### src/verilog/rwd_pkg.sv
// constants shared by the watchdog countdown block
package rwd_pkg;

   // ----------------------------------------------------------------
   // register map
   // ----------------------------------------------------------------
   localparam logic [7:0] WDOG_CTRL_ADDR    = 8'h2d;
   localparam logic [7:0] WDOG_CTRL_RESET   = 8'h00;
   localparam int         REPEAT_BIT        = 7;
   localparam int         COUNT_MSB         = 6;
   localparam int         COUNT_LSB         = 2;
   localparam int         TICK_MSB          = 1;
   localparam int         TICK_LSB          = 0;
   localparam int         COUNT_W           = 5;
   localparam logic [4:0] COUNT_ZERO        = 5'h00;
   localparam logic [4:0] COUNT_ONE         = 5'h01;
   localparam logic       REPEAT_RESET      = 1'h0;
   localparam logic [1:0] TICK_SEL_RESET    = 2'h0;

   // ----------------------------------------------------------------
   // tick selection codes
   // ----------------------------------------------------------------
   localparam logic [1:0] TICK_4S           = 2'h0;
   localparam logic [1:0] TICK_1S           = 2'h1;
   localparam logic [1:0] TICK_QUARTER      = 2'h2;
   localparam logic [1:0] TICK_SIXTEENTH    = 2'h3;

   // ----------------------------------------------------------------
   // timing
   // ----------------------------------------------------------------
   localparam int         OSC_HZ            = 32768;
   localparam int         FASTEST_TICK_HZ   = 16;
   localparam int         OSC_PER_FAST_TICK = OSC_HZ / FASTEST_TICK_HZ;
   localparam int         PRESCALE_W        = 17;
   localparam int         CLK_HZ            = 40000000;
   localparam int         IRQ_PULSE_NS      = 1000;
   localparam int         IRQ_PULSE_CYCLES  = (IRQ_PULSE_NS * (CLK_HZ / 1000000)) / 1000;
   localparam int         PULSE_CNT_W       = 6;

   // ----------------------------------------------------------------
   // countdown states
   // ----------------------------------------------------------------
   typedef enum logic [2:0] {
      ST_STOPPED = 3'h1,
      ST_RUNNING = 3'h2,
      ST_HELD    = 3'h4
   } rwd_state_e;

endpackage : rwd_pkg

### src/verilog/rwd_tick_gen.sv
// oscillator synchroniser and step-rate prescaler
`timescale 1ns/1ps
module rwd_tick_gen #(
   parameter int OSC_PER_FAST_TICK = rwd_pkg::OSC_PER_FAST_TICK
) (
   input  wire logic       clk_i,
   input  wire logic       rst_i,
   input  wire logic       osc_32k_i,
   input  wire logic [1:0] tick_sel_i,
   output logic            tick_o
);

   // ----------------------------------------------------------------
   // oscillator synchroniser
   // ----------------------------------------------------------------
   logic                               sync1_reg;
   logic                               sync2_reg;
   logic                               sync3_reg;
   logic                               osc_level_reg;
   logic [rwd_pkg::PRESCALE_W-1:0]     prescale_reg;
   logic [rwd_pkg::PRESCALE_W-1:0]     prescale_next;
   logic [rwd_pkg::PRESCALE_W-1:0]     ratio_mask;
   wire                                osc_agree;
   wire                                osc_rise;

   always_ff @(posedge clk_i or posedge rst_i) begin
      if (rst_i) begin
         sync1_reg     <= 1'h0;
         sync2_reg     <= 1'h0;
         sync3_reg     <= 1'h0;
         osc_level_reg <= 1'h0;
      end else begin
         sync1_reg     <= osc_32k_i;
         sync2_reg     <= sync1_reg;
         sync3_reg     <= sync2_reg;
         if (osc_agree) begin
            osc_level_reg <= sync3_reg;
         end
      end
   end

   // a level only counts once two stages agree, so a glitch cannot step the divider
   assign osc_agree = (sync2_reg == sync3_reg);
   assign osc_rise  = osc_agree & sync3_reg & ~osc_level_reg;

   // ----------------------------------------------------------------
   // prescaler
   // ----------------------------------------------------------------
   // free running: reloads never restart it, so later periods stay exact
   assign prescale_next = prescale_reg + {{(rwd_pkg::PRESCALE_W-1){1'b0}}, 1'b1};

   always_ff @(posedge clk_i or posedge rst_i) begin
      if (rst_i) begin
         prescale_reg <= '0;
      end else if (osc_rise) begin
         prescale_reg <= prescale_next;
      end
   end

   // each slower step is four times the previous one
   always_comb begin
      ratio_mask = rwd_pkg::PRESCALE_W'(OSC_PER_FAST_TICK - 1);
      unique case (tick_sel_i)
         rwd_pkg::TICK_SIXTEENTH: ratio_mask = rwd_pkg::PRESCALE_W'(OSC_PER_FAST_TICK - 1);
         rwd_pkg::TICK_QUARTER:   ratio_mask = rwd_pkg::PRESCALE_W'(OSC_PER_FAST_TICK * 4 - 1);
         rwd_pkg::TICK_1S:        ratio_mask = rwd_pkg::PRESCALE_W'(OSC_PER_FAST_TICK * 16 - 1);
         rwd_pkg::TICK_4S:        ratio_mask = rwd_pkg::PRESCALE_W'(OSC_PER_FAST_TICK * 64 - 1);
      endcase
   end

   assign tick_o = osc_rise & ((prescale_reg & ratio_mask) == ratio_mask);

endmodule : rwd_tick_gen

### src/verilog/rwd_watchdog.sv
// watchdog countdown with control register and interrupt pin drive
// How it works
// - control bit 7 picks repeat (1) or single shot (0, default).
// - a write to bits 6..2 loads the counter, 0 to 1Fh, default 0.
// - reading bits 6..2 returns the live counter, not the written value.
// - bits 1..0 pick the step: 4 s, 1 s, 1/4 s, 1/16 s.
// - period equals loaded count times step, 62.5 ms up to 124 s.
// - every step is derived from the 32.768 kHz oscillator.
// - the counter steps down by one per selected tick.
// - loading zero stops the watchdog; nonzero starts it.
// - a new count replaces a running count at once.
// - first period may be one tick off; later periods are exact.
// - repeat mode sets the flag, reloads and restarts each period.
// - single shot sets the flag and holds the counter at zero.
// - the expiry flag stays set until the host clears it.
// - per-pin enable bits gate the watchdog interrupt onto each pin.
// - an enabled pin pulses per period end or follows the flag.
// - pulse mode pulses every period end even with the flag still set.
`timescale 1ns/1ps
module rwd_watchdog #(
   parameter int OSC_PER_FAST_TICK = rwd_pkg::OSC_PER_FAST_TICK
) (
   input  wire logic       clk_i,
   input  wire logic       rst_i,
   input  wire logic       osc_32k_i,
   input  wire logic [7:0] reg_addr_i,
   input  wire logic       reg_wr_i,
   input  wire logic       reg_rd_i,
   input  wire logic [7:0] reg_wdata_i,
   output logic      [7:0] reg_rdata_o,
   input  wire logic       wdog_flag_clear_i,
   input  wire logic       wdog_irq_enable_pin_a_i,
   input  wire logic       wdog_irq_enable_pin_b_i,
   input  wire logic       irq_pulse_mode_a_i,
   input  wire logic       irq_pulse_mode_b_i,
   output logic            wdog_expired_flag_o,
   output logic            irq_out_a_n,
   output logic            irq_out_b_n
);

   // ----------------------------------------------------------------
   // pin drive decision, shared by both interrupt pins
   // ----------------------------------------------------------------
   function automatic logic irq_active(input logic enable,
                                       input logic pulse_mode,
                                       input logic flag,
                                       input logic pulse);
      logic active;
      active = 1'b0;
      if (enable) begin
         active = pulse_mode ? pulse : flag;
      end
      return active;
   endfunction : irq_active

   // ----------------------------------------------------------------
   // declarations
   // ----------------------------------------------------------------
   rwd_pkg::rwd_state_e                 state_reg;
   rwd_pkg::rwd_state_e                 state_next;
   logic                                repeat_reg;
   logic [1:0]                          tick_sel_reg;
   logic [rwd_pkg::COUNT_W-1:0]         load_reg;
   logic [rwd_pkg::COUNT_W-1:0]         count_reg;
   logic [rwd_pkg::COUNT_W-1:0]         count_next;
   logic                                flag_reg;
   logic [rwd_pkg::PULSE_CNT_W-1:0]     pulse_cnt_reg;
   logic                                irq_a_n_reg;
   logic                                irq_b_n_reg;
   logic [7:0]                          rdata_reg;
   logic                                tick;
   logic                                period_end;

   wire                                 ctrl_hit;
   wire                                 ctrl_wr;
   wire                                 ctrl_rd;
   wire  [rwd_pkg::COUNT_W-1:0]         wr_count;
   wire                                 wr_repeat;
   wire  [1:0]                          wr_tick_sel;
   wire                                 count_is_one;
   wire                                 pulse_live;
   wire                                 irq_a_next;
   wire                                 irq_b_next;
   wire  [7:0]                          ctrl_read_value;

   // ----------------------------------------------------------------
   // register decode
   // ----------------------------------------------------------------
   assign ctrl_hit    = (reg_addr_i == rwd_pkg::WDOG_CTRL_ADDR);
   assign ctrl_wr     = ctrl_hit & reg_wr_i;
   assign ctrl_rd     = ctrl_hit & reg_rd_i;
   assign wr_repeat   = reg_wdata_i[rwd_pkg::REPEAT_BIT];
   assign wr_count    = reg_wdata_i[rwd_pkg::COUNT_MSB:rwd_pkg::COUNT_LSB];
   assign wr_tick_sel = reg_wdata_i[rwd_pkg::TICK_MSB:rwd_pkg::TICK_LSB];

   // live count, not the load value, is what software sees
   assign ctrl_read_value = {repeat_reg, count_reg, tick_sel_reg};

   // ----------------------------------------------------------------
   // mode, step and load value registers
   // ----------------------------------------------------------------
   always_ff @(posedge clk_i or posedge rst_i) begin
      if (rst_i) begin
         repeat_reg   <= rwd_pkg::REPEAT_RESET;
         tick_sel_reg <= rwd_pkg::TICK_SEL_RESET;
         load_reg     <= rwd_pkg::COUNT_ZERO;
      end else if (ctrl_wr) begin
         repeat_reg   <= wr_repeat;
         tick_sel_reg <= wr_tick_sel;
         load_reg     <= wr_count;
      end
   end

   // ----------------------------------------------------------------
   // step tick source
   // ----------------------------------------------------------------
   rwd_tick_gen #(
      .OSC_PER_FAST_TICK (OSC_PER_FAST_TICK)
   ) u_tick_gen (
      .clk_i      (clk_i),
      .rst_i      (rst_i),
      .osc_32k_i  (osc_32k_i),
      .tick_sel_i (tick_sel_reg),
      .tick_o     (tick)
   );

   // ----------------------------------------------------------------
   // countdown
   // ----------------------------------------------------------------
   assign count_is_one = (count_reg == rwd_pkg::COUNT_ONE);

   // the prescaler is not restarted by a write, hence the one-tick slack on a load
   always_comb begin
      state_next = state_reg;
      count_next = count_reg;
      period_end = 1'b0;
      if (ctrl_wr) begin
         // a write overrides any tick landing in the same cycle
         count_next = wr_count;
         state_next = (wr_count == rwd_pkg::COUNT_ZERO) ?
                      rwd_pkg::ST_STOPPED : rwd_pkg::ST_RUNNING;
      end else begin
         unique case (state_reg)
            rwd_pkg::ST_STOPPED: begin
               count_next = count_reg;
            end
            rwd_pkg::ST_RUNNING: begin
               if (tick) begin
                  if (count_is_one) begin
                     period_end = 1'b1;
                     if (repeat_reg) begin
                        count_next = load_reg;
                     end else begin
                        count_next = rwd_pkg::COUNT_ZERO;
                        state_next = rwd_pkg::ST_HELD;
                     end
                  end else begin
                     count_next = count_reg - rwd_pkg::COUNT_ONE;
                  end
               end
            end
            rwd_pkg::ST_HELD: begin
               count_next = rwd_pkg::COUNT_ZERO;
            end
            default: begin
               state_next = rwd_pkg::ST_STOPPED;
               count_next = rwd_pkg::COUNT_ZERO;
            end
         endcase
      end
   end

   always_ff @(posedge clk_i or posedge rst_i) begin
      if (rst_i) begin
         state_reg <= rwd_pkg::ST_STOPPED;
         count_reg <= rwd_pkg::COUNT_ZERO;
      end else begin
         state_reg <= state_next;
         count_reg <= count_next;
      end
   end

   // ----------------------------------------------------------------
   // expiry flag
   // ----------------------------------------------------------------
   // set beats clear so an expiry landing on the clear is not lost
   always_ff @(posedge clk_i or posedge rst_i) begin
      if (rst_i) begin
         flag_reg <= 1'b0;
      end else if (period_end) begin
         flag_reg <= 1'b1;
      end else if (wdog_flag_clear_i) begin
         flag_reg <= 1'b0;
      end
   end

   // ----------------------------------------------------------------
   // interrupt pulse stretcher
   // ----------------------------------------------------------------
   // restarts on every period end, independent of the flag state
   always_ff @(posedge clk_i or posedge rst_i) begin
      if (rst_i) begin
         pulse_cnt_reg <= '0;
      end else if (period_end) begin
         pulse_cnt_reg <= rwd_pkg::PULSE_CNT_W'(rwd_pkg::IRQ_PULSE_CYCLES);
      end else if (pulse_live) begin
         pulse_cnt_reg <= pulse_cnt_reg - {{(rwd_pkg::PULSE_CNT_W-1){1'b0}}, 1'b1};
      end
   end

   assign pulse_live = (pulse_cnt_reg != '0);

   // ----------------------------------------------------------------
   // interrupt pins
   // ----------------------------------------------------------------
   assign irq_a_next = irq_active(wdog_irq_enable_pin_a_i, irq_pulse_mode_a_i,
                                  flag_reg, pulse_live);
   assign irq_b_next = irq_active(wdog_irq_enable_pin_b_i, irq_pulse_mode_b_i,
                                  flag_reg, pulse_live);

   always_ff @(posedge clk_i or posedge rst_i) begin
      if (rst_i) begin
         irq_a_n_reg <= 1'b1;
         irq_b_n_reg <= 1'b1;
      end else begin
         irq_a_n_reg <= ~irq_a_next;
         irq_b_n_reg <= ~irq_b_next;
      end
   end

   // ----------------------------------------------------------------
   // read data
   // ----------------------------------------------------------------
   // unmapped addresses read zero; the control word is sampled on the read strobe
   always_ff @(posedge clk_i or posedge rst_i) begin
      if (rst_i) begin
         rdata_reg <= rwd_pkg::WDOG_CTRL_RESET;
      end else if (reg_rd_i) begin
         rdata_reg <= ctrl_rd ? ctrl_read_value : 8'h00;
      end
   end

   // ----------------------------------------------------------------
   // outputs
   // ----------------------------------------------------------------
   assign reg_rdata_o         = rdata_reg;
   assign wdog_expired_flag_o = flag_reg;
   assign irq_out_a_n         = irq_a_n_reg;
   assign irq_out_b_n         = irq_b_n_reg;

endmodule : rwd_watchdog

### config.mk
export PLATFORM = sky130hd
export DESIGN_NAME = rwd_watchdog
export DESIGN_NICKNAME = d
export VERILOG_FILES = /design/src/verilog/rwd_pkg.sv /design/src/verilog/rwd_tick_gen.sv /design/src/verilog/rwd_watchdog.sv
export SDC_FILE = /design/constraint.sdc
export NUM_CORES = 1
export LEC_CHECK = 0
export BUFFER_PORTS_ARGS = -buffer_cell sky130_fd_sc_hd__buf_2
export CAP_MARGIN = 10
export CORE_MARGIN = 5
export CORE_UTILIZATION = 51
export DETAILED_ROUTE_END_ITERATION = 6
export GPL_ROUTABILITY_DRIVEN = 0
export PLACE_DENSITY = 0.86
export SLEW_MARGIN = 20
export SYNTH_ARGS = -nofsm -noshare
export SYNTH_HDL_FRONTEND = slang
export SYNTH_SLANG_ARGS = --single-unit
### constraint.sdc
create_clock -name clk_i -period 1.6 [get_ports clk_i]
set_input_delay 0.32 -clock clk_i [delete_from_list [all_inputs] [get_ports clk_i]]
set_output_delay 0.32 -clock clk_i [all_outputs]
set_load 0.02 [all_outputs]
# Word-level counts from Yosys, hierarchy flattened
# Index checks and enable logic that the tools add are counted.
# word_totals
word_cells,75
input_bits,26
reg_bits,54
# classes
n_eq_ne,15
add_sub_neg,3
n_bitwise,9
muxes,25
n_reduce_logical,8
# op_table
op,count
17-bit case mux with 4 select lines,1
5-bit 2-to-1 mux,4
17-bit by 1-bit adder with 17-bit output (second input constant),1
17-bit AND,1
17-bit == test,1
3-bit 2-to-1 mux,4
6-bit 2-to-1 mux,2
1-bit 2-to-1 mux,10
5-bit case mux with 2 select lines,1
3-bit inequality test (second input constant),3
8-bit by 6-bit == test with 1-bit output (second input constant),1
8-bit 2-to-1 mux,1
3-bit case mux with 2 select lines,1
6-bit nonzero test,1
6-bit by 1-bit subtractor with 6-bit output (second input constant),1
1-bit AND,5
5-bit by 1-bit == test with 1-bit output (second input constant),1
5-bit logical NOT,1
5-bit by 1-bit subtractor with 5-bit output (second input constant),1
2-bit == test (second input constant),2
4-bit AND reduction,1
2-bit nonzero test,2
3-bit by 1-bit == test with 1-bit output (second input constant),1
3-bit by 2-bit == test with 1-bit output (second input constant),1
10 further kinds,12

# Longest topological paths before layout
# Gate-level depths: netlist of run 1.
# logic_depth
ltp_word,9
mapped_depth,7
mapped_depth_nobuf,7

# Cells and area by module
# A second synthesis of run 1 with hierarchy kept.
# unflattened
cells_unflattened,241
area_unflattened_um2,2583.7
# by_module_without_submodules
module,cells_per_inst,instances,area_each_um2
rwd_watchdog,164,1,1646.6
rwd_tick_gen,77,1,937.1

# Least setup slack after synthesis of run 1
# Ideal clock, no wire load.
# synth_path
path_kind,reg2reg
startpoint,register u_tick_gen.prescale_reg[0] in the netlist's numbering
endpoint,register count_reg[2] in the netlist's numbering
path_slack_ns,-0.114
path_stages_with_launch,7
period_less_slack_ns,1.714
path_buffers,0
required_time_ns,1.520
arrival_time_ns,1.634
setup_ns,0.080
path_cell_list,dfrtp_1 > ha_1 > nand3b_4 > nor4_4 > o221ai_2 > a21oi_2 > a2bb2oi_1
# synth_between
elab_chain_len,5
# synth_lines
item,line_no,rtl
start: declaration,rwd_tick_gen.sv:20,logic [rwd_pkg::PRESCALE_W-1:0] prescale_reg;
start signal: assignment,rwd_tick_gen.sv:56,prescale_reg <= prescale_next;
17-bit AND,rwd_tick_gen.sv:71,assign tick_o = osc_rise & ((prescale_reg & ratio_mask) == ratio_mask);
17-bit == test,rwd_tick_gen.sv:71,
1-bit AND,rwd_tick_gen.sv:71,
3-bit inequality test (no line),--,
2-bit AND reduction (no line),--,
end signal: assignment,rwd_watchdog.sv:176,count_reg <= rwd_pkg::COUNT_ZERO;
end signal: assignment,rwd_watchdog.sv:179,count_reg <= count_next;
end: declaration,rwd_watchdog.sv:64,logic [rwd_pkg::COUNT_W-1:0] count_reg;
# No other way between the ends.
# A chain may end at the register's enable or synchronous reset.

# Worst setup path after layout of run 1
# layout_path
startpoint,register u_tick_gen.sync3_reg
endpoint,register count_reg[0] in the netlist's numbering
# layout_between
elab_chain_len,6
# layout_lines
item,line_no,rtl
start: declaration,rwd_tick_gen.sv:18,logic sync3_reg;
start signal: assignment,rwd_tick_gen.sv:35,sync3_reg <= sync2_reg;
1-bit == test,rwd_tick_gen.sv:43,assign osc_agree = (sync2_reg == sync3_reg);
1-bit AND * (2 in series),rwd_tick_gen.sv:44,assign osc_rise = osc_agree & sync3_reg & ~osc_level_reg;
1-bit AND *,rwd_tick_gen.sv:71,
3-bit inequality test (no line) *,--,
2-bit AND reduction (no line) *,--,
# Mark *: on every way between the ends. The rest lies on a longest branch, timed or not.

==> results.py, run 1 <==
metrics = {
    "placement": {
        "place_ws_ns": -0.167,
        "portBuffers": 36,
        "dp_cells": 392,
        "hpwl_um": 4030,
    },
    "worst_setup_path": {
        "startpoint": "u_tick_gen.sync3_reg",
        "timing.rr.end": "count_reg[0]",
        "crit_arrival_ns": 2.05,
        "setup.worst_path.end": "count_reg[0]",
        "cp_max_fo": 7,
        "critPathCaptureType": "flop",
        "required_ns": 1.85,
        "reg2reg_from": "u_tick_gen.sync3_reg",
        "crit_chain": "ha_4 > nand3b_4 > nor4_4 > o221ai_4 > a21oi_4 > a2bb2oi_1",
        "rr_worst_depth": 6,
        "slowest_stage": "dfrtp_1",
        "cp_slowest_stage_delay_ns": 0.42,
        "critPathLaunchType": "flop",
        "path_class": "reg2reg",
        "worst-r2r-setup-slack_ns": -0.20,
    },
    "yosys": {
        "synth_seq_cells": 54,
        "yosysTopAreaCell": "dfrtp_1",
        "syn-num-nets": 289,
        "yosys-top-cells-area": "dfrtp_1 (49%), nand2_1 (6.5%), xnor2_1 (5.0%)",
        "ys_warn_count": 0,
        "post_synth_num_cell_types": 46,
        "synth_top_area_share_pct": 48.9,
        "syn-cell-area_um2": 2610,
        "synth_flop_cell": "dfrtp_1",
        "synthCells": 257,
        "synth_edf_count": 0,
        "seq_area_frac_synth_pct": 52.0,
        "synthArstFlopShare_pct": 100,
        "avgSynthCellArea_um2": 10.1,
    },
    "global_route": {
        "antenna_found_initial": 0,
        "grt_pass1_vias": 2255,
        "grt_max_degree": 41,
        "grt_overflow_total": 0,
        "grtUsageTotal_pct": 18.8,
        "grt_first_pass_wirelength_um": 9660,
    },
    "routing": {
        "wl_met1_um": 2550,
        "drc": 0,
        "wl_per_cell_um": 14.8,
        "viasPerCell": 5.30,
        "num_vias": 2198,
        "highest_layer": "met4",
        "wl_met2_um": 3210,
        "routed_wl_um": 6160,
        "ant_nets": 0,
        "wl_met3_um": 291,
        "drt_iter0_drc": 100,
        "firstDrtPassIters": 4,
    },
    "cells_and_area": {
        "syn_to_final_growth_pct": 34.3,
        "fin_nets": 376,
        "drive_above_1_share_pct": 38.3,
        "largest_reg_flops": 17,
        "final_cells": 415,
        "antenna_cells": 0,
    },
    "clock_tree": {
        "clock-root-buffer": "clkbuf_8",
        "clkSinkCount": 54,
        "htreeDepth": 2,
        "tritoncts": "done",
        "numCtsBuffers": 5,
        "insertion_delay_ns": 0.32,
        "clkTransAtPathRegs_ns": 0.10,
        "cts_buffer_depth": 2,
    },
    "floorplanning": {
        "start_util_pct": 51.7,
        "die_x_um": 81.5,
        "die_h_um": 81.5,
        "dieArea_um2": 6640,
        "core_um2": 5040,
        "rows": 26,
        "ios": 37,
    },
    "power_and_ir_drop": {
        "leakage_nw": 1.71,
        "powerDensity_nw_per_um2": 914,
        "peakVddDrop_mv": 0.672,
        "total_power_mw": 3.20,
    },
    "outcome": {
        "status": "complete, but fails checks",
        "violations": "setup timing",
    },
    "hold_path": {
        "holdCritPathClass": "in2reg",
    },
    "timing": {
        "finalMaxSlewViolations": 0,
        "max_freq_mhz": 555,
        "tns_ns": -1.75,
        "rsz0062_at_grt": "yes",
        "clock_skew_ns": 0.00736,
        "hold_ws_ns": 0.104,
        "worst_pin_slew_ns": 0.419,
        "setup_ws_ns": -0.202,
        "fin_crit_ns": 1.80,
        "setup_violations": 12,
        "hold_viol_final": 0,
        "period_share_pct": 113,
        "slew_headroom_pct": 71.9,
    },
    "job": {
        "cap_violations": 0,
    },
}
==> cell usage in the layout (no fill, tap or decap), types with 2 or more instances in the layout <==
cell / synthesis / final
inv_2: 0 / 2
nor4_4: 2 / 3
nor2_1: 13 / 11
nor4_1: 3 / 2
nand2_1: 45 / 44
o21ai_1: 5 / 8
ha_4: 0 / 4
dfstp_2: 3 / 3
clkbuf_8: 0 / 5
o211ai_1: 2 / 2
o21ai_0: 12 / 9
a2bb2oi_1: 5 / 3
buf_4: 0 / 46
nand4_1: 5 / 5
nand3_2: 0 / 2
inv_1: 18 / 15
dfrtp_1: 51 / 51
buf_2: 0 / 36
nand3_1: 7 / 5
ha_1: 6 / 2
a21oi_1: 13 / 12
nor3_1: 8 / 7
nand2b_1: 3 / 3
xor2_1: 4 / 4
mux2_2: 3 / 3
nor2_2: 0 / 2
a2bb2oi_2: 0 / 2
clkinv_2: 0 / 2
xnor2_1: 15 / 15
nor2b_1: 3 / 2
a211o_1: 2 / 2
==> stage by stage <==
stage / cell area [µm²] / utilization, %
floorplan: 2620 / -
global placement: 3130 / 62.2
detailed placement: 3130 / 62.2
CTS: 3310 / 65.6
global route: 3500 / 69.5
finish: 3500 / 69.5
==> power by group <==
| part | total, mW | internal [mW] | switching, mW |
|---|---|---|---|
| Sequential | 1.56 | 1.47 | 0.0972 |
| Clock | 0.917 | 0.461 | 0.456 |
| Combinational | 0.719 | 0.405 | 0.313 |
| Total | 3.20 | 2.33 | 0.866 |
==> cell usage after synthesis (4+ instances only) <==
cell type and number:
a21oi_1 13, a2bb2oi_1 5, clkbuf_1 5, dfrtp_1 51, ha_1 6, inv_1 18, nand2_1 45, nand3_1 7
nand4_1 5, nor2_1 13, nor3_1 8, o21ai_0 12, o21ai_1 5, xnor2_1 15, xor2_1 4
==> how the worst min path moves through the flow <==
stage	from	end	slack (ns)	depth (start not counted)
floorplan	u_tick_gen.sync1_reg	u_tick_gen.sync2_reg	0.33	0
global placement	rst_i	wdog_expired_flag_o	0.31	2
detailed placement	rst_i	u_tick_gen.prescale_reg[6]	0.32	2
CTS	osc_32k_i	u_tick_gen.sync1_reg	0.10	1
global route	osc_32k_i	u_tick_gen.sync1_reg	0.1	1
finish	osc_32k_i	u_tick_gen.sync1_reg	0.10	1
==> routing by layer <==
metal  up-vias  track usage, %
li1       1055               -
met1      1066            22.3
met2        64            32.8
met3        13            4.50
met4         0            6.93
met5         -               0
==> logic make-up after synthesis <==
kind of cell	after synthesis	share of synthesized area [%]
fa+ha+maj	6	2.88
flops	54	52.0
simple gates	103	21.9
mux	3	1.30
xor+xnor	19	6.38
buf+inv	23	3.31
compound gates	49	12.3
==> area by class of cell <==
type	instances	area, µm²
well taps	70	87.6
repair buffers	85	567
multi-input cells	180	1310
inverters	18	71.3
fillers	344	1540
clock buffers	5	68.8
clock inverters	3	40.0
flip-flops and latches	54	1360
==> critical path, delay by kind of cell, from the launching register on <==
| family | cells | cell delay, ns |
|---|---|---|
| DFF | 1 | 0.42 |
| adders and majority gates | 1 | 0.18 |
| AOI/OAI and AO/OA | 3 | 0.69 |
| and+or+nand+nor | 2 | 0.44 |
==> repair_timing <==
| item | 4_1_cts | 5_1_grt |
|---|---|---|
| gates cloned | 0 | 0 |
| gates resized for setup | 6 | 27 |
| hold buffers | 1 | 0 |
| setup buffers | 3 | 11 |
| hold endpoints to repair | 12 | 0 |
| pin swaps | 5 | 17 |
| setup endpoints to repair | 9 | 19 |
(Power assumes the default switching activity.)
==> run 2, diff against run 1 <==
--- a/config.mk
+++ b/config.mk
@@ -15,4 +15,5 @@
 export SLEW_MARGIN = 20
 export SYNTH_ARGS = -nofsm -noshare
 export SYNTH_HDL_FRONTEND = slang
+export SYNTH_HIERARCHICAL = 1
 export SYNTH_SLANG_ARGS = --single-unit
==> results.py, run 2 <==
metrics = {
    "outcome": {
        "status": "complete, but fails checks",
        "violations": "setup timing",
    },
    "worst_setup_path": {
        "critPathCaptureType": "flop",
        "slowest_stage": "dfrtp_1",
        "cp.depth": 9,
        "cp_slowest_stage_delay_ns": 0.43,
        "cp_max_fo": 4,
        "crit_arrival_ns": 2.21,
        "critPathTopFamily": "simple AND/OR/NAND/NOR gates",
        "critPathLaunchType": "flop",
        "path_class": "reg2reg",
        "crit_chain": "a21oi_2 > nor2_2 > a21oi_4 > nor3_4 > buf_4 > or3b_4 > a21oi_4 > and2_4 > a221o_2",
        "rr_worst_depth": 9,
        "cpMostUsedCell": "a21oi_4",
        "worst-path-buf-inv": 1,
        "required_ns": 1.85,
    },
    "clock_tree": {
        "cts_buffer_depth": 2,
        "numCtsBuffers": 5,
        "clkSinkCount": 54,
        "htreeDepth": 2,
        "insertion_delay_ns": 0.32,
        "tritoncts": "done",
        "clock-root-buffer": "clkbuf_8",
        "clkTransAtPathRegs_ns": 0.09,
        "hold_buffers": 0,
    },
    "cells_and_area": {
        "antenna_cells": 0,
        "layout_commonest_cell": "buf_4",
        "fin_util_pct": 71.6,
        "layout_common_cells": "buf_4 (57), dfrtp_1 (51), nand2_1 (36), buf_2 (36), inv_1 (12)",
        "drive_above_1_share_pct": 44.4,
        "largest_reg_flops": 17,
        "final_cells": 410,
        "syn_to_final_growth_pct": 38.8,
        "fin_nets": 371,
    },
    "timing": {
        "finalMaxSlewViolations": 0,
        "period_share_pct": 123,
        "setup_ws_ns": -0.361,
        "hold_viol_final": 0,
        "clock_skew_ns": 0.0106,
        "fin_crit_ns": 1.96,
        "worst_pin_slew_ns": 0.416,
        "rsz0062_at_grt": "yes",
        "slew_headroom_pct": 72.2,
        "tns_ns": -3.19,
        "max_freq_mhz": 510,
        "setup_violations": 14,
    },
    "floorplanning": {
        "ios": 37,
        "core_um2": 5010,
        "die_x_um": 81.2,
        "die_h_um": 81.2,
        "start_util_pct": 51.6,
        "rows": 26,
        "dieArea_um2": 6590,
    },
    "yosys": {
        "synthMuxAreaShare_pct": 1.26,
        "synth_edf_count": 0,
        "post_synth_num_cell_types": 54,
        "synth-compound-area-share_pct": 10.4,
        "synthArstFlopShare_pct": 100,
        "synth_seq_cells": 54,
        "syn-num-nets": 273,
        "synthAdderAreaFrac_pct": 2.91,
        "synth_top_family_by_area": "simple AND/OR/NAND/NOR gates",
        "synthCells": 241,
        "avgSynthCellArea_um2": 10.7,
        "yosys-top-cells-count": "dfrtp_1 (51), nand2_1 (38), inv_1 (12), nor2_1 (12), nor3_1 (11)",
        "yosysMostFrequentCell": "dfrtp_1",
        "ys_warn_count": 6,
        "synth_flop_cell": "dfrtp_1",
        "yosys-top-cells-area": "dfrtp_1 (49%), nand2_1 (5.5%), xnor2_1 (3.4%)",
        "syn-cell-area_um2": 2580,
        "yosys.area_share.simple_pct": 23.8,
        "synth_top_area_share_pct": 49.4,
        "seq_area_frac_synth_pct": 52.4,
        "yosysTopAreaCell": "dfrtp_1",
        "synth_xor_area_share_pct": 6.44,
    },
    "routing": {
        "drt_iter0_drc": 119,
        "routed_wl_um": 6730,
        "drc": 0,
        "viasPerCell": 5.41,
        "wl_per_cell_um": 16.4,
        "num_vias": 2217,
        "ant_nets": 0,
        "firstDrtPassIters": 4,
    },
    "placement": {
        "place_ws_ns": -0.318,
        "hpwl_um": 4480,
        "dp_cells": 391,
        "portBuffers": 36,
    },
    "global_route": {
        "grtUsageTotal_pct": 20.8,
        "grt_max_degree": 34,
        "antenna_found_initial": 0,
        "grt_first_pass_wirelength_um": 10400,
        "grt_pass1_vias": 2244,
        "grt_overflow_total": 0,
    },
    "power_and_ir_drop": {
        "peakVddDrop_mv": 0.523,
        "leakage_nw": 1.85,
        "powerDensity_nw_per_um2": 788,
    },
    "hold_path": {
        "holdCritPathClass": "in2async",
    },
    "job": {
        "cap_violations": 0,
    },
}
-- run 2: changes by cell type after synthesis, sizes merged, moves of 6 or more --
cell,before,now
a22o,0,8
nand2,45,38
o21ai,17,3
inv,18,12
-- run 2: worst paths after layout --
| check | start | end | slack [ns] |
|---|---|---|---|
| hold reg to reg | u_tick_gen/sync1_reg | u_tick_gen/sync2_reg | 0.36 |
| min in group clk_i | osc_32k_i | u_tick_gen/sync1_reg | 0.11 |
| setup reg to reg | tick_sel_reg[0] | count_reg[2] | -0.36 |
| setup / recovery | tick_sel_reg[0] | count_reg[2] | -0.36 |
| max in group asynchronous | rst_i | state_reg[0] | 1.16 |
| hold / removal | rst_i | u_tick_gen/prescale_reg[5] | 0.04 |
-- run 2: routing by layer --
metal	up-vias	wire [µm]	track usage [%]
met1	1098	2710	24.9
li1	1037	-	-
met5	-	0	0
met3	16	309	3.55
met2	66	3570	37.0
met4	0	136	8.45
-- run 2: repair_timing --
action,CTS,global route
gates resized for setup,15,28
pin swaps,12,11
setup endpoints to repair,15,19
setup buffers,6,6
-- run 2: cell families (layout without fill, tap and decap cells) --
logic type | Yosys count | in the layout
xor gates and xnor gates | 19 | 19
muxes | 3 | 3
AOI/OAI and AO/OA | 36 | 36
adders and majority gates | 6 | 6
buffers and inverters | 17 | 116
and+or+nand+nor | 106 | 106
DFF | 54 | 54
-- run 2: per-stage QoR --
step / total power, mW / hold WS, ns / area [µm²]
after floorplan: 1.72 / 0.297 / 2610
after global placement: 1.89 / 0.334 / 3210
after detailed placement: 1.92 / 0.340 / 3210
after CTS: 2.83 / 0.0288 / 3420
after global routing: 2.96 / 0.0541 / 3590
final: 2.83 / 0.0366 / 3590
-- run 2: worst register-to-register path, delay by kind of cell (launching register included) --
family / cells / cell delay [ns]
flops: 1 / 0.43
compound gates: 4 / 0.65
buf+inv: 1 / 0.14
simple gates: 4 / 0.70
-- run 2: cell type report --
cell class,instances,area [µm²]
clock buffers,6,72.6
clock inverters,2,37.5
fillers,345,1420
inverters,12,45.0
multi-input cells,170,1350
flip-flops and latches,54,1360
well taps,70,87.6
repair buffers,96,642
-- run 2: power by group --
group	switching [mW]	internal, mW	total (mW)	leakage [nW]
combinational	0.201	0.211	0.412	1.07
sequential	0.0616	1.45	1.51	0.725
clock	0.439	0.467	0.906	0.0514
total	0.701	2.13	2.83	1.85
==> run 3, diff against run 2 <==
--- a/config.mk
+++ b/config.mk
@@ -5,13 +5,14 @@
 export SDC_FILE = /design/constraint.sdc
 export NUM_CORES = 1
 export LEC_CHECK = 0
+export ABC_AREA = 1
 export BUFFER_PORTS_ARGS = -buffer_cell sky130_fd_sc_hd__buf_2
 export CAP_MARGIN = 10
 export CORE_MARGIN = 5
-export CORE_UTILIZATION = 51
+export CORE_UTILIZATION = 52
 export DETAILED_ROUTE_END_ITERATION = 6
 export GPL_ROUTABILITY_DRIVEN = 0
-export PLACE_DENSITY = 0.86
+export PLACE_DENSITY = 0.87
 export SLEW_MARGIN = 20
 export SYNTH_ARGS = -nofsm -noshare
 export SYNTH_HDL_FRONTEND = slang
==> results.py, run 3 <==
metrics = {
    "yosys": {
        "synthAdderAreaFrac_pct": 2.59,
        "yosys.area_share.simple_pct": 31.9,
        "synthCells": 368,
        "synth_top_area_share_pct": 44.0,
        "synth_flop_cell": "dfrtp_1",
        "yosys-top-cells-count": "nand2_1 (110), inv_1 (58), dfrtp_1 (51)",
        "avgSynthCellArea_um2": 7.88,
        "syn-cell-area_um2": 2900,
        "yosys-top-cells-area": "dfrtp_1 (44%), nand2_1 (14%), inv_1 (7.5%)",
        "synth_edf_count": 0,
        "yosysMostFrequentCell": "nand2_1",
        "syn-num-nets": 400,
        "synth-compound-area-share_pct": 5.22,
        "seq_area_frac_synth_pct": 46.7,
        "ys_warn_count": 6,
        "synth_top_family_by_area": "simple AND/OR/NAND/NOR gates",
        "synth_seq_cells": 54,
        "synth_xor_area_share_pct": 4.53,
        "synthArstFlopShare_pct": 100,
        "post_synth_num_cell_types": 30,
        "synthMuxAreaShare_pct": 0,
        "yosysTopAreaCell": "dfrtp_1",
    },
    "worst_setup_path": {
        "worst-r2r-setup-slack_ns": -0.19,
        "critPathTopFamily": "simple AND/OR/NAND/NOR gates",
        "timing.rr.end": "state_reg[2]",
        "cpMostUsedCell": "nand2_2",
        "cp_max_fo": 5,
        "critPathLaunchType": "flop",
        "rr_worst_depth": 13,
        "crit_chain": "ha_4 > nand2_4 > nor2_4 > nand2_2 > nor2_4 > nand2_2 > a21oi_4 > nand3_2 > nor2_2 > nand2_2 > inv_4 > nand2_2 > nand2_1",
        "slowest_stage": "dfrtp_1",
        "reg2reg_from": "u_tick_gen/sync3_reg",
        "cp_slowest_stage_delay_ns": 0.41,
        "crit_arrival_ns": 2.03,
        "worst-path-buf-inv": 1,
        "path_class": "reg2reg",
        "critPathCaptureType": "flop",
        "required_ns": 1.84,
    },
    "power_and_ir_drop": {
        "pwr-share-clk_pct": 26.5,
        "powerDensity_nw_per_um2": 809,
        "peakVddDrop_mv": 0.510,
        "leakage_nw": 1.81,
        "switching_power_uw": 816,
        "pwr-share-comb_pct": 20.0,
        "power_frac_seq_pct": 53.6,
        "swShare_pct": 28.8,
        "intPower_mw": 2.02,
    },
    "global_route": {
        "grt_overflow_total": 0,
        "grt_first_pass_wirelength_um": 11000,
        "grtUsageTotal_pct": 18.8,
        "antenna_found_initial": 0,
        "grt_pass1_vias": 2525,
        "grt_max_degree": 25,
    },
    "cells_and_area": {
        "syn_to_final_growth_pct": 20.9,
        "largest_reg_flops": 17,
        "drive_above_1_share_pct": 24.9,
        "layout_commonest_cell": "nand2_1",
        "fin_nets": 464,
        "stdcell_area_um2": 3510,
        "multi_input_area_um2": 1370,
        "fillCellCount": 466,
        "regArea_um2": 1360,
        "antenna_cells": 0,
        "layout_common_cells": "nand2_1 (107), inv_1 (58), dfrtp_1 (51)",
    },
    "timing": {
        "setup_ws_ns": -0.191,
        "setup_violations": 15,
        "slew_headroom_pct": 71.2,
        "fin_crit_ns": 1.79,
        "max_freq_mhz": 558,
        "clock_skew_ns": 0.0132,
        "worst_pin_slew_ns": 0.432,
        "finalMaxSlewViolations": 0,
        "hold_viol_final": 0,
        "period_share_pct": 112,
        "rsz0062_at_grt": "yes",
    },
    "floorplanning": {
        "die_x_um": 84.7,
        "rows": 27,
        "core_um2": 5470,
        "ios": 37,
        "dieArea_um2": 7170,
        "die_h_um": 84.7,
        "start_util_pct": 53.0,
    },
    "clock_tree": {
        "htreeDepth": 2,
        "cts_buffer_depth": 2,
        "numCtsBuffers": 5,
        "tritoncts": "done",
        "clkTransAtPathRegs_ns": 0.10,
        "clock-root-buffer": "clkbuf_8",
        "insertion_delay_ns": 0.31,
        "hold_buffers": 0,
        "clkSinkCount": 54,
    },
    "placement": {
        "place_ws_ns": -0.140,
        "hpwl_um": 4760,
        "portBuffers": 36,
        "place_area_um2": 3300,
    },
    "routing": {
        "firstDrtPassIters": 4,
        "viasPerCell": 5.01,
        "ant_nets": 0,
        "drt_iter0_drc": 137,
        "num_vias": 2531,
        "wl_per_cell_um": 12.6,
        "routed_wl_um": 6360,
        "drc": 0,
    },
    "outcome": {
        "status": "complete, but fails checks",
        "violations": "setup timing",
    },
    "hold_path": {
        "holdCritPathClass": "in2async",
    },
    "job": {
        "cap_violations": 0,
    },
}
==> run 3: stage by stage <==
step / TNS, ns / hold WS [ns] / cells / util (%) / power (mW)
after floorplan: -0.160 / 0.297 / 368 / - / 1.84
after global placement: -0.591 / 0.339 / 491 / 60.3 / 2.03
after detailed placement: -1.43 / 0.340 / 491 / 60.3 / 2.06
after CTS: -1.23 / 0.0110 / 501 / 63.0 / 2.84
after global routing: -4.35 / 0.0293 / 505 / 64.1 / 3.01
final: -2.26 / 0.00961 / 505 / 64.1 / 2.84
==> run 3: timing repair <==
action                     4_1_cts  5_1_grt
gates cloned                     0        0
buffers inserted                 2        4
gates resized for setup         10        5
setup endpoints to repair       15       15
pin swaps                        4       10
hold endpoints to repair         0        0
==> run 3: power groups by stage <==
stage	Sequential, mW	Combinational (mW)	Clock (mW)
2_1_floorplan	1.56	0.282	0
3_3_place_gp	1.54	0.487	0
3_5_place_dp	1.55	0.509	0
4_1_cts	1.52	0.539	0.779
5_1_grt	1.53	0.638	0.839
6_report	1.52	0.566	0.751
==> run 3: cell type report <==
type                            count  area share (%)
Timing Repair Buffer               61            10.8
Tap cell                           72            2.57
Clock inverter                      1           0.214
Multi-Input combinational cell    249            38.9
Inverter                           61            6.60
Clock buffer                        7            2.18
Sequential cell                    54            38.7
==> run 3: worst max-delay path by stage <==
stage                                     from                to  slack (ns)  depth (start not counted)
finish                    u_tick_gen/sync3_reg      state_reg[2]       -0.19                         13
CTS                 u_tick_gen/prescale_reg[0]      state_reg[2]       -0.14                         13
global route              u_tick_gen/sync3_reg      state_reg[2]       -0.33                         13
global placement    u_tick_gen/prescale_reg[1]  pulse_cnt_reg[2]       -0.09                         12
floorplan           u_tick_gen/prescale_reg[0]      count_reg[2]       -0.03                         14
detailed placement  u_tick_gen/prescale_reg[0]  pulse_cnt_reg[4]       -0.14                         12
==> run 3: logic make-up (layout without fill, tap and decap cells) <==
family | Yosys count | after routing
adders and majority gates | 6 | 6
and+or+nand+nor | 202 | 202
AOI/OAI and AO/OA | 26 | 26
xor gates and xnor gates | 15 | 15
DFF | 54 | 54
buffers and inverters | 65 | 130
==> run 3: worst register-to-register path, delay by kind of cell (launching register included) <==
kind / cells / cell delay [ns]
adder cells (fa/ha/maj): 1 / 0.17
AND/OR/NAND/NOR: 10 / 0.92
AO/OA/AOI/OAI: 1 / 0.14
flip-flops: 1 / 0.41
buffers and inverters: 1 / 0.10
==> run 3: routing by layer <==
metal	GRT usage [%]	routed length, µm	vias up
li1	-	-	1260
met1	22.7	2690	1212
met2	33.5	3350	51
met3	3.63	232	8
met4	6.19	95	0
met5	0	0	-
